### src/pkg/ahp_pkg.sv
/*
 Constants, field positions and carrier types for the parallel host port,
 configuration word, status word and three word queues.
 Assumes a single system clock; host pins are synchronised inside the port.
*/
package ahp_pkg;
   // ****************************************
   // Widths and depths
   // ****************************************
   localparam int CR_W = 16;
   localparam int SR_W = 9;
   localparam int WORD_W = 32;
   localparam int HALF_W = 16;
   localparam int FIFO_DEPTH = 32;
   localparam int HALF_LEVEL = 16;
   localparam int LABELS = 16;
   localparam int LABEL_W = 8;
   // ****************************************
   // Configuration word fields
   // ****************************************
   localparam int CR_RX1_RATE = 0;
   localparam int CR_LABEL_MEM = 1;
   localparam int CR_LBL_EN1 = 2;
   localparam int CR_LBL_EN2 = 3;
   localparam int CR_PAR_EN = 4;
   localparam int CR_LOOP_N = 5;
   localparam int CR_DEC1_EN = 6;
   localparam int CR_DEC1_B9 = 7;
   localparam int CR_DEC1_B10 = 8;
   localparam int CR_DEC2_EN = 9;
   localparam int CR_DEC2_B9 = 10;
   localparam int CR_DEC2_B10 = 11;
   localparam int CR_PAR_POL = 12;
   localparam int CR_TX_RATE = 13;
   localparam int CR_RX2_RATE = 14;
   localparam int CR_BIT_ORDER = 15;
   localparam logic [15:0] CR_RESET = 16'h0000;
   // ****************************************
   // Status word fields
   // ****************************************
   localparam int SR_RX1_READY = 0;
   localparam int SR_RX1_HALF = 1;
   localparam int SR_RX1_FULL = 2;
   localparam int SR_RX2_READY = 3;
   localparam int SR_RX2_HALF = 4;
   localparam int SR_RX2_FULL = 5;
   localparam int SR_TX_EMPTY = 6;
   localparam int SR_TX_FULL = 7;
   localparam int SR_TX_HALF = 8;
   // ****************************************
   // Timing
   // ****************************************
   localparam int SYS_CLK_HZ = 50_000_000;
   localparam int MASTER_CLK_HZ = 1_000_000;
   localparam int MCLK_DIV = SYS_CLK_HZ / MASTER_CLK_HZ;
   localparam int RATE_FAST_DIV = 10;
   localparam int RATE_SLOW_DIV = 80;
   localparam int GAP_BITS = 4;
   // ****************************************
   // Types
   // ****************************************
   typedef struct packed {
      logic cws_n;
      logic rsr_n;
      logic en1_n;
      logic en2_n;
      logic pl1_n;
      logic pl2_n;
      logic sel;
      logic transmit_enable_in;
   } ahp_pins_t;
   typedef enum logic [1:0] {
      TX_IDLE = 2'b00,
      TX_MARK = 2'b01,
      TX_NULL = 2'b11,
      TX_GAP = 2'b10
   } ahp_tx_state_t;
endpackage

### src/verilog/ahp_port.sv
/*
 Host parallel port of a two-receiver, one-transmitter serial word device:
 configuration word, status word, label memories, three word queues and a
 simple transmit serialiser. Assumes the line receivers hand in checked
 32-bit words on the system clock, and host pins arrive asynchronously.
*/
`timescale 1ns/100ps
module ahp_port
#(
   parameter int DEPTH = ahp_pkg::FIFO_DEPTH
)
(
   input wire logic sys_clk,
   input wire logic rst_n,
   input wire logic clk_en,
   input wire ahp_pkg::ahp_pins_t host_pins,
   input wire logic [15:0] host_data_lines_in,
   output logic [15:0] host_data_lines_out,
   output logic host_data_lines_oe_n,
   input wire logic rx_one_word_valid,
   input wire logic [31:0] rx_one_word,
   input wire logic rx_two_word_valid,
   input wire logic [31:0] rx_two_word,
   output logic rx_one_data_ready_n,
   output logic rx_one_half_full_n,
   output logic rx_one_full_n,
   output logic rx_two_data_ready_n,
   output logic rx_two_half_full_n,
   output logic rx_two_full_n,
   output logic tx_queue_half_full_n,
   output logic tx_queue_full_n,
   output logic tx_ready,
   output logic tx_clk_out,
   output logic line_out_a,
   output logic line_out_b,
   output logic rx_one_rate_slow,
   output logic rx_two_rate_slow,
   output logic tx_slope_slow
);
   import ahp_pkg::*;

   // Pointers and memories are sized for this depth only
   if (DEPTH != FIFO_DEPTH)
   begin : g_depth_check
      $error("Queue depth must be 32");
   end

   // ****************************************
   // Helpers
   // ****************************************
   function automatic logic [15:0] word_to_half(input logic [31:0] w, input logic sel,
                                                input logic order);
      logic [15:0] h;
      h = '0;
      if (order)
         h = sel ? w[31:16] : w[15:0];
      else if (sel)
         h = w[28:13];
      else
      begin
         for (int i = 0; i < 8; i++)
            h[7 - i] = w[i];
         h[8] = w[31];
         h[9] = w[29];
         h[10] = w[30];
         h[15:11] = w[12:8];
      end
      return h;
   endfunction

   function automatic logic [31:0] halves_to_word(input logic [15:0] h1,
                                                  input logic [15:0] h2, input logic order);
      logic [31:0] w;
      w = {h2, h1};
      if (!order)
      begin
         for (int i = 0; i < 8; i++)
            w[i] = h1[7 - i];
         w[31] = h1[8];
         w[29] = h1[9];
         w[30] = h1[10];
         w[12:8] = h1[15:11];
         w[28:13] = h2;
      end
      return w;
   endfunction

   function automatic logic accept(input logic [31:0] w, input logic lbl_en,
                                   input logic [15:0][7:0] lbls, input logic dec_en,
                                   input logic b9, input logic b10);
      logic hit;
      hit = 1'b0;
      for (int i = 0; i < LABELS; i++)
         if (lbls[i] == w[7:0])
            hit = 1'b1;
      return (!lbl_en || hit) && (!dec_en || (w[8] == b9 && w[9] == b10));
   endfunction

   // ****************************************
   // Pin synchronisers and edges
   // ****************************************
   ahp_pins_t p1_q, p2_q, p3_q;
   logic [15:0] d1_q, d2_q;
   always_ff @(posedge sys_clk or negedge rst_n)
   begin
      if (!rst_n)
      begin
         p1_q <= '1;
         p2_q <= '1;
         p3_q <= '1;
         d1_q <= '0;
         d2_q <= '0;
      end
      else if (clk_en)
      begin
         p1_q <= host_pins;
         p2_q <= p1_q;
         p3_q <= p2_q;
         d1_q <= host_data_lines_in;
         d2_q <= d1_q;
      end
   end
   logic cws_fall, rsr_fall, pl1_fall, pl2_fall;
   logic [1:0] en_fall;
   assign cws_fall = p3_q.cws_n & ~p2_q.cws_n;
   assign rsr_fall = p3_q.rsr_n & ~p2_q.rsr_n;
   assign pl1_fall = p3_q.pl1_n & ~p2_q.pl1_n;
   assign pl2_fall = p3_q.pl2_n & ~p2_q.pl2_n;
   assign en_fall = {p3_q.en2_n & ~p2_q.en2_n, p3_q.en1_n & ~p2_q.en1_n};

   // ****************************************
   // Configuration word
   // ****************************************
   logic [15:0] cr_q;
   logic lbl_mode;
   assign lbl_mode = cr_q[CR_LABEL_MEM];
   always_ff @(posedge sys_clk or negedge rst_n)
   begin
      if (!rst_n)
         cr_q <= CR_RESET;
      else if (clk_en && cws_fall)
         cr_q <= d2_q;
   end
   assign rx_one_rate_slow = cr_q[CR_RX1_RATE];
   assign rx_two_rate_slow = cr_q[CR_RX2_RATE];
   assign tx_slope_slow = cr_q[CR_TX_RATE];

   // ****************************************
   // Label memories
   // ****************************************
   logic [1:0][15:0][7:0] lbl_q;
   logic [1:0][3:0] lbl_wp_q, lbl_rp_q;
   logic lbl_start;
   assign lbl_start = cws_fall && !lbl_mode && d2_q[CR_LABEL_MEM];
   always_ff @(posedge sys_clk or negedge rst_n)
   begin
      if (!rst_n)
      begin
         lbl_q <= '0;
         lbl_wp_q <= '0;
         lbl_rp_q <= '0;
      end
      else if (clk_en)
      begin
         if (lbl_start)
         begin
            lbl_wp_q <= '0;
            lbl_rp_q <= '0;
         end
         else if (lbl_mode)
         begin
            if (pl1_fall)
            begin
               lbl_q[0][lbl_wp_q[0]] <= d2_q[7:0];
               lbl_wp_q[0] <= lbl_wp_q[0] + 4'h1;
            end
            if (pl2_fall)
            begin
               lbl_q[1][lbl_wp_q[1]] <= d2_q[7:0];
               lbl_wp_q[1] <= lbl_wp_q[1] + 4'h1;
            end
            for (int r = 0; r < 2; r++)
               if (en_fall[r])
                  lbl_rp_q[r] <= lbl_rp_q[r] + 4'h1;
         end
      end
   end

   // ****************************************
   // Receive queues
   // ****************************************
   logic [31:0] rx_mem [2][32];
   logic [1:0][4:0] rx_wp_q, rx_rp_q;
   logic [1:0][5:0] rx_cnt_q;
   logic [1:0] rx_in_v, rx_ok, rx_pop;
   logic [1:0][31:0] rx_in_w;
   logic tx_done;
   logic [31:0] tx_shift_q;
   always_comb
   begin
      if (!cr_q[CR_LOOP_N])
      begin
         rx_in_v = {2{tx_done}};
         rx_in_w = {tx_shift_q, tx_shift_q};
      end
      else
      begin
         rx_in_v = {rx_two_word_valid, rx_one_word_valid};
         rx_in_w = {rx_two_word, rx_one_word};
      end
      rx_ok[0] = accept(rx_in_w[0], cr_q[CR_LBL_EN1], lbl_q[0], cr_q[CR_DEC1_EN],
                        cr_q[CR_DEC1_B9], cr_q[CR_DEC1_B10]);
      rx_ok[1] = accept(rx_in_w[1], cr_q[CR_LBL_EN2], lbl_q[1], cr_q[CR_DEC2_EN],
                        cr_q[CR_DEC2_B9], cr_q[CR_DEC2_B10]);
      rx_ok = rx_ok & rx_in_v & {2{!lbl_mode}};
      rx_pop = en_fall & {2{p2_q.sel && !lbl_mode}};
   end
   always_ff @(posedge sys_clk or negedge rst_n)
   begin
      if (!rst_n)
      begin
         rx_wp_q <= '0;
         rx_rp_q <= '0;
         rx_cnt_q <= '0;
      end
      else if (clk_en)
      begin
         for (int r = 0; r < 2; r++)
         begin
            logic pop, push, full;
            pop = rx_pop[r] && rx_cnt_q[r] != 6'h0;
            full = rx_cnt_q[r] == 6'(DEPTH);
            push = rx_ok[r] && (!full || pop);
            // Full queue: newest word overwrites the last slot
            if (rx_ok[r] && full && !pop)
               rx_mem[r][rx_wp_q[r] - 5'h1] <= rx_in_w[r];
            if (push)
            begin
               rx_mem[r][rx_wp_q[r]] <= rx_in_w[r];
               rx_wp_q[r] <= rx_wp_q[r] + 5'h1;
            end
            if (pop)
               rx_rp_q[r] <= rx_rp_q[r] + 5'h1;
            rx_cnt_q[r] <= rx_cnt_q[r] + 6'(push) - 6'(pop);
         end
      end
   end

   // ****************************************
   // Host read path
   // ****************************************
   logic [8:0] sr;
   logic [5:0] tx_cnt_q;
   always_ff @(posedge sys_clk or negedge rst_n)
   begin
      if (!rst_n)
      begin
         host_data_lines_out <= '0;
         host_data_lines_oe_n <= 1'b1;
      end
      else if (clk_en)
      begin
         host_data_lines_oe_n <= p2_q.rsr_n & p2_q.en1_n & p2_q.en2_n;
         if (rsr_fall)
            host_data_lines_out <= p2_q.sel ? cr_q : {7'h00, sr};
         else
            for (int r = 0; r < 2; r++)
               if (en_fall[r])
               begin
                  if (lbl_mode)
                     host_data_lines_out <= {8'h00, lbl_q[r][lbl_rp_q[r]]};
                  else
                     host_data_lines_out <= word_to_half(rx_mem[r][rx_rp_q[r]], p2_q.sel,
                                                         cr_q[CR_BIT_ORDER]);
               end
      end
   end

   // ****************************************
   // Status word and pins
   // ****************************************
   always_comb
   begin
      sr[SR_RX1_READY] = rx_cnt_q[0] != 6'h0;
      sr[SR_RX2_READY] = rx_cnt_q[1] != 6'h0;
      sr[SR_RX1_HALF] = rx_cnt_q[0] >= 6'(HALF_LEVEL);
      sr[SR_RX2_HALF] = rx_cnt_q[1] >= 6'(HALF_LEVEL);
      sr[SR_RX1_FULL] = rx_cnt_q[0] == 6'(DEPTH);
      sr[SR_RX2_FULL] = rx_cnt_q[1] == 6'(DEPTH);
      sr[SR_TX_EMPTY] = tx_cnt_q == 6'h0;
      sr[SR_TX_FULL] = tx_cnt_q == 6'(DEPTH);
      sr[SR_TX_HALF] = tx_cnt_q >= 6'(HALF_LEVEL);
   end
   always_ff @(posedge sys_clk or negedge rst_n)
   begin
      if (!rst_n)
      begin
         {rx_one_data_ready_n, rx_one_half_full_n, rx_one_full_n} <= '1;
         {rx_two_data_ready_n, rx_two_half_full_n, rx_two_full_n} <= '1;
         {tx_queue_full_n, tx_queue_half_full_n} <= '1;
      end
      else if (clk_en)
      begin
         rx_one_data_ready_n <= ~sr[SR_RX1_READY];
         rx_two_data_ready_n <= ~sr[SR_RX2_READY];
         rx_one_half_full_n <= ~sr[SR_RX1_HALF];
         rx_two_half_full_n <= ~sr[SR_RX2_HALF];
         rx_one_full_n <= ~sr[SR_RX1_FULL];
         rx_two_full_n <= ~sr[SR_RX2_FULL];
         tx_queue_full_n <= ~sr[SR_TX_FULL];
         tx_queue_half_full_n <= ~sr[SR_TX_HALF];
      end
   end

   // ****************************************
   // Transmit queue
   // ****************************************
   logic [31:0] tx_mem [32];
   logic [4:0] tx_wp_q, tx_rp_q;
   logic [15:0] half1_q;
   logic half1_v_q, tx_push, tx_pop;
   logic [31:0] tx_word;
   ahp_tx_state_t tx_st_q;
   logic mtick;
   always_comb
   begin
      tx_word = halves_to_word(half1_q, d2_q, cr_q[CR_BIT_ORDER]);
      if (cr_q[CR_PAR_EN])
         tx_word[31] = cr_q[CR_PAR_POL] ? ^tx_word[30:0] : ~^tx_word[30:0];
      tx_push = pl2_fall && half1_v_q && !lbl_mode && tx_cnt_q != 6'(DEPTH);
      tx_pop = mtick && tx_st_q == TX_IDLE && p2_q.transmit_enable_in && tx_cnt_q != 6'h0;
   end
   always_ff @(posedge sys_clk or negedge rst_n)
   begin
      if (!rst_n)
      begin
         half1_q <= '0;
         half1_v_q <= 1'b0;
         tx_wp_q <= '0;
         tx_rp_q <= '0;
         tx_cnt_q <= '0;
      end
      else if (clk_en)
      begin
         if (pl1_fall && !lbl_mode)
         begin
            half1_q <= d2_q;
            half1_v_q <= 1'b1;
         end
         else if (pl2_fall)
            half1_v_q <= 1'b0;
         if (tx_push)
         begin
            tx_mem[tx_wp_q] <= tx_word;
            tx_wp_q <= tx_wp_q + 5'h1;
         end
         if (tx_pop)
            tx_rp_q <= tx_rp_q + 5'h1;
         tx_cnt_q <= tx_cnt_q + 6'(tx_push) - 6'(tx_pop);
      end
   end

   // ****************************************
   // Serialiser and transmit clock
   // ****************************************
   logic [5:0] mdiv_q;
   logic [8:0] tick_q, tclk_q, half_ticks;
   logic [4:0] bit_q;
   assign mtick = mdiv_q == 6'(MCLK_DIV - 1);
   assign half_ticks = cr_q[CR_TX_RATE] ? 9'(RATE_SLOW_DIV / 2) : 9'(RATE_FAST_DIV / 2);
   assign tx_done = mtick && tx_st_q == TX_GAP && tick_q == 9'h0;
   always_ff @(posedge sys_clk or negedge rst_n)
   begin
      if (!rst_n)
      begin
         mdiv_q <= '0;
         tclk_q <= '0;
         tx_clk_out <= 1'b0;
      end
      else if (clk_en)
      begin
         mdiv_q <= mtick ? 6'h0 : mdiv_q + 6'h1;
         if (mtick)
         begin
            tclk_q <= (tclk_q >= half_ticks - 9'h1) ? 9'h0 : tclk_q + 9'h1;
            if (tclk_q >= half_ticks - 9'h1)
               tx_clk_out <= ~tx_clk_out;
         end
      end
   end
   always_ff @(posedge sys_clk or negedge rst_n)
   begin
      if (!rst_n)
      begin
         tx_st_q <= TX_IDLE;
         tick_q <= '0;
         bit_q <= '0;
         tx_shift_q <= '0;
         {line_out_a, line_out_b} <= 2'b00;
      end
      else if (clk_en && mtick)
      begin
         unique case (tx_st_q)
            TX_IDLE:
               if (tx_pop)
               begin
                  tx_shift_q <= tx_mem[tx_rp_q];
                  tx_st_q <= TX_MARK;
                  tick_q <= half_ticks - 9'h1;
                  bit_q <= '0;
                  {line_out_a, line_out_b} <= tx_mem[tx_rp_q][0] ? 2'b10 : 2'b01;
               end
            TX_MARK:
               if (tick_q == 9'h0)
               begin
                  {line_out_a, line_out_b} <= 2'b00;
                  tx_st_q <= TX_NULL;
                  tick_q <= half_ticks - 9'h1;
               end
               else
                  tick_q <= tick_q - 9'h1;
            TX_NULL:
               if (tick_q != 9'h0)
                  tick_q <= tick_q - 9'h1;
               else if (bit_q == 5'd31)
               begin
                  tx_st_q <= TX_GAP;
                  tick_q <= 9'(half_ticks * 9'(2 * GAP_BITS)) - 9'h1;
               end
               else
               begin
                  bit_q <= bit_q + 5'h1;
                  tx_st_q <= TX_MARK;
                  tick_q <= half_ticks - 9'h1;
                  {line_out_a, line_out_b} <= tx_shift_q[bit_q + 5'h1] ? 2'b10 : 2'b01;
               end
            TX_GAP:
               if (tick_q == 9'h0)
                  tx_st_q <= TX_IDLE;
               else
                  tick_q <= tick_q - 9'h1;
         endcase
      end
   end

   // ****************************************
   // Transmit ready
   // ****************************************
   always_ff @(posedge sys_clk or negedge rst_n)
   begin
      if (!rst_n)
         tx_ready <= 1'b1;
      else if (clk_en)
      begin
         // low on load, high when drained
         if (tx_push)
            tx_ready <= 1'b0;
         else if (tx_st_q == TX_IDLE && tx_cnt_q == 6'h0)
            tx_ready <= 1'b1;
      end
   end
endmodule

### config.mk
export PLATFORM = sky130hd
export DESIGN_NAME = ahp_port
export DESIGN_NICKNAME = d
export VERILOG_FILES = /design/src/pkg/ahp_pkg.sv /design/src/verilog/ahp_port.sv
export SDC_FILE = /design/constraint.sdc
export NUM_CORES = 2
export LEC_CHECK = 0
export BUFFER_PORTS_ARGS = -buffer_cell sky130_fd_sc_hd__clkbuf_2
export CAP_MARGIN = 0
export CORE_UTILIZATION = 60
export CTS_BUF_LIST = sky130_fd_sc_hd__clkbuf_2 sky130_fd_sc_hd__clkbuf_4 sky130_fd_sc_hd__clkbuf_8
export CTS_CLUSTER_DIAMETER = 80
export DETAILED_ROUTE_END_ITERATION = 8
export PLACE_DENSITY = 0.84
export SLEW_MARGIN = 10
export SYNTH_ARGS = -nofsm -noshare
export SYNTH_HDL_FRONTEND = slang
export SYNTH_SLANG_ARGS = --single-unit
### constraint.sdc
create_clock -name sys_clk -period 7.8 [get_ports sys_clk]
set_input_delay 0.78 -clock sys_clk [delete_from_list [all_inputs] [get_ports sys_clk]]
set_output_delay 0.78 -clock sys_clk [all_outputs]
set_load 0.01 [all_outputs]
==> flow_summary.json <==
{
  "worst_slack_ns": 1.892,
  "status": "finished clean",
  "design_area_sq_um": 163300,
  "synth-edff-count": 3072,
  "path_clk_slew_ns": 0.06,
  "use_met3_pct": 8.501,
  "portBuffers": 124,
  "wl_per_cell_microns": 35.21,
  "grt_overflow": 0,
  "die_x_microns": 495.8,
  "worstPathRequired_ns": 8.55,
  "htreeDepth": 6,
  "async_reset_ff_share_pct": 13.97,
  "synthFlopType": "edfxtp_1",
  "use_met1_pct": 43.78,
  "grt_max_degree": 152,
  "clock_path_buffers": 4,
  "syn_inst": 7586,
  "top_usage_layer": "met2",
  "finalNetCount": 8265,
  "drtIter0Drc": 12450,
  "io_pins": 125,
  "crit_path_start": "cr_q[5]",
  "finalHoldViolCount": 0,
  "cts_root_buffer": "clkbuf_8",
  "synth_area_leaders": "edfxtp_1, mux4_2, dfrtp_1",
  "syn-cell-area_sq_um": 146300,
  "drc_errors": 0,
  "start_util_pct": 60.60,
  "path_cells": "mux2i_4, xor2_1, nand4_1, nor4_1, a211oi_1, nand2_1, nand3_1, o22ai_4, buf_4",
  "fin_crit_ns": 5.908,
  "timing.rr.start": "cr_q[5]",
  "core.rowCount": 180,
  "critPathArrivalTime_ns": 6.65,
  "final_common_cell": "edfxtp_1",
  "cp_slowest_stage_delay_ns": 0.94,
  "routabilityCongestion": 0.9486,
  "syn_nets": 7750,
  "power.leakage_nw": 54.74,
  "tightest_slew_ns": 1.355,
  "dpl_cell_area_sq_um": 152200,
  "rsz0062_at_grt": "no",
  "cap_violations": 0,
  "synth_top_area_share_pct": 63.05,
  "maxSlewViolCount": 0,
  "min-delay-start": "host_pins[2]",
  "post-route-util_pct": 67.66,
  "fin_worst_skew_ns": 0.07783,
  "use_met2_pct": 51.93,
  "timing.final.crit_share_pct": 75.74,
  "yosysUniqueCellTypes": 86,
  "dp.cells": 10690,
  "wl_microns": 412300,
  "cp-start-kind": "register",
  "post-place-ws_ns": 1.932,
  "hold_path_class": "in -> reg",
  "yosysTopAreaCell": "edfxtp_1",
  "crit_type": "reg -> reg",
  "dp_hpwl_microns": 259500,
  "area_growth_pct": 11.64,
  "grt_pass1_wl_microns": 583700,
  "die_h_microns": 495.8,
  "final_layout_size_suffix_gt1_share_pct": 31.87,
  "grt_pass1_vias": 81660,
  "vias": 81380,
  "end_kind": "register",
  "antenna_left": 0,
  "synth-seq-cells": 3571,
  "peakVddDrop_mv": 0.3537,
  "ys_seq_area_share_pct": 71.61,
  "fp.coreArea_sq_um": 241400,
  "stdcell_count": 11710,
  "numCtsBuffers": 566,
  "cp_max_fo": 28,
  "die_area_sq_um": 245800,
  "grt_usage_pct": 33.79,
  "relSlewSlack_pct": 9.453,
  "viasPerCell": 6.949,
  "setup_viol": 0,
  "syn_avg_cell_area_sq_um": 19.29,
  "clock_latency_ns": 1.12,
  "tns_ns": 0,
  "mostFrequentLayoutCells": "edfxtp_1, mux4_2, clkbuf_8",
  "clock-sinks": 3571,
  "yosysWarningCount": 0,
  "powerDensity_nw_per_um2": 342.9,
  "tritoncts": "done",
  "antenna_found_initial": 18,
  "first_pass_iters": 7,
  "fmax_ghz": 0.1693,
  "slowest_stage": "mux2i_4"
}
[repair_timing]
item                      in CTS  in global routing
hold buffers                  24                  0
buffers inserted               0                  0
hold endpoints to repair     111                  0
gates resized for setup        0                  0
[worst max-delay path, delay by kind of cell, from the launching register on]
family / cells / cell delay, ns
compound gates: 2 / 1.10
flops: 1 / 0.91
mux: 1 / 0.94
xor+xnor: 1 / 0.21
buf+inv: 1 / 0.50
simple gates: 4 / 1.77
[cells in the mapped netlist, drive strengths merged, types with 37 or more instances]
master  count
mux2      405
nor4       74
mux4      877
nand2b     51
xnor2     263
nand4      50
a22oi      65
buf       183
ha         68
o21ai     108
nor2b      37
nand2     348
edfxtp   3072
nand3      87
mux2i     212
nor2      191
nor3       45
o22ai      72
dfrtp     467
a21oi     155
xor2       60
clkbuf    251
inv        76
[metal layers]
layer / vias to the layer above / routed length, microns
li1: 31860 / -
met1: 41510 / 137900
met2: 6695 / 192900
met3: 1295 / 51120
met4: 18 / 30360
met5: - / 123
[per-stage QoR]
step           hold WS [ns]  power [mW]
4_1_cts             0.01433       55.71
3_5_place_dp         0.4629       40.42
2_1_floorplan        0.4504       34.62
6_report            0.08580       56.01
3_3_place_gp         0.4604       39.94
5_1_grt             0.05532       57.48
[worst paths after layout]
kind                                          endpoint  slack [ns]  depth (start not counted)
worst min register to register    host_data_lines_oe_n        0.47                          2
worst min-delay path                           p1_q[2]        0.09                          2
max in group asynchronous                    lbl_q[85]        4.42                          5
min in group asynchronous       host_data_lines_out[0]        0.30                          2
worst max register to register          rx_mem[1][371]        1.89                          9
worst max-delay path                    rx_mem[1][371]        1.89                          9
[cell families (layout without fill, tap and decap cells)]
| kind of cell | Yosys count | count (layout) | share of synthesized area [%] |
|---|---|---|---|
| AO/OA/AOI/OAI | 626 | 626 | 2.819 |
| XOR/XNOR | 332 | 332 | 2.075 |
| adder cells (fa/ha/maj) | 71 | 71 | 0.6226 |
| buffers and inverters | 512 | 1442 | 1.479 |
| flip-flops | 3571 | 3571 | 71.61 |
| multiplexers | 1494 | 1494 | 18.17 |
| other | 0 | 9 | 0 |
| AND/OR/NAND/NOR | 980 | 980 | 3.226 |
[layout make-up]
| class | count | area (sq um) |
|---|---|---|
| flip-flops and latches | 3571 | 104800 |
| fillers | 14420 | 78080 |
| multi-input cells | 3503 | 40510 |
| clock buffers | 785 | 9703 |
| well taps | 3185 | 3985 |
| repair buffers | 381 | 2848 |
| clock inverters | 198 | 1155 |
| inverters | 78 | 292.8 |
| diodes | 9 | 22.52 |
[sequential cells by signal (all words and copies together), names as in the netlist, 8 cells and up]
| name | flops |
|---|---|
| cr_q | 16 |
| d1_q | 16 |
| d2_q | 16 |
| half1_q | 16 |
| host_data_lines_out | 16 |
| lbl_q | 256 |
| lbl_rp_q | 8 |
| lbl_wp_q | 8 |
| p1_q | 8 |
| p2_q | 8 |
| rx_cnt_q | 12 |
| rx_mem | 2048 |
| rx_rp_q | 10 |
| rx_wp_q | 10 |
| tclk_q | 9 |
| tick_q | 9 |
| tx_mem | 1024 |
| tx_shift_q | 32 |
[power breakdown]
part           switching [mW]  internal, mW  total, mW
registers                1.14          23.9       25.0
clock network            7.22          8.33       15.5
logic                    9.84          5.62       15.5
total                    18.2          37.8       56.0
Note: power is estimated with default switching activity, not from simulation.
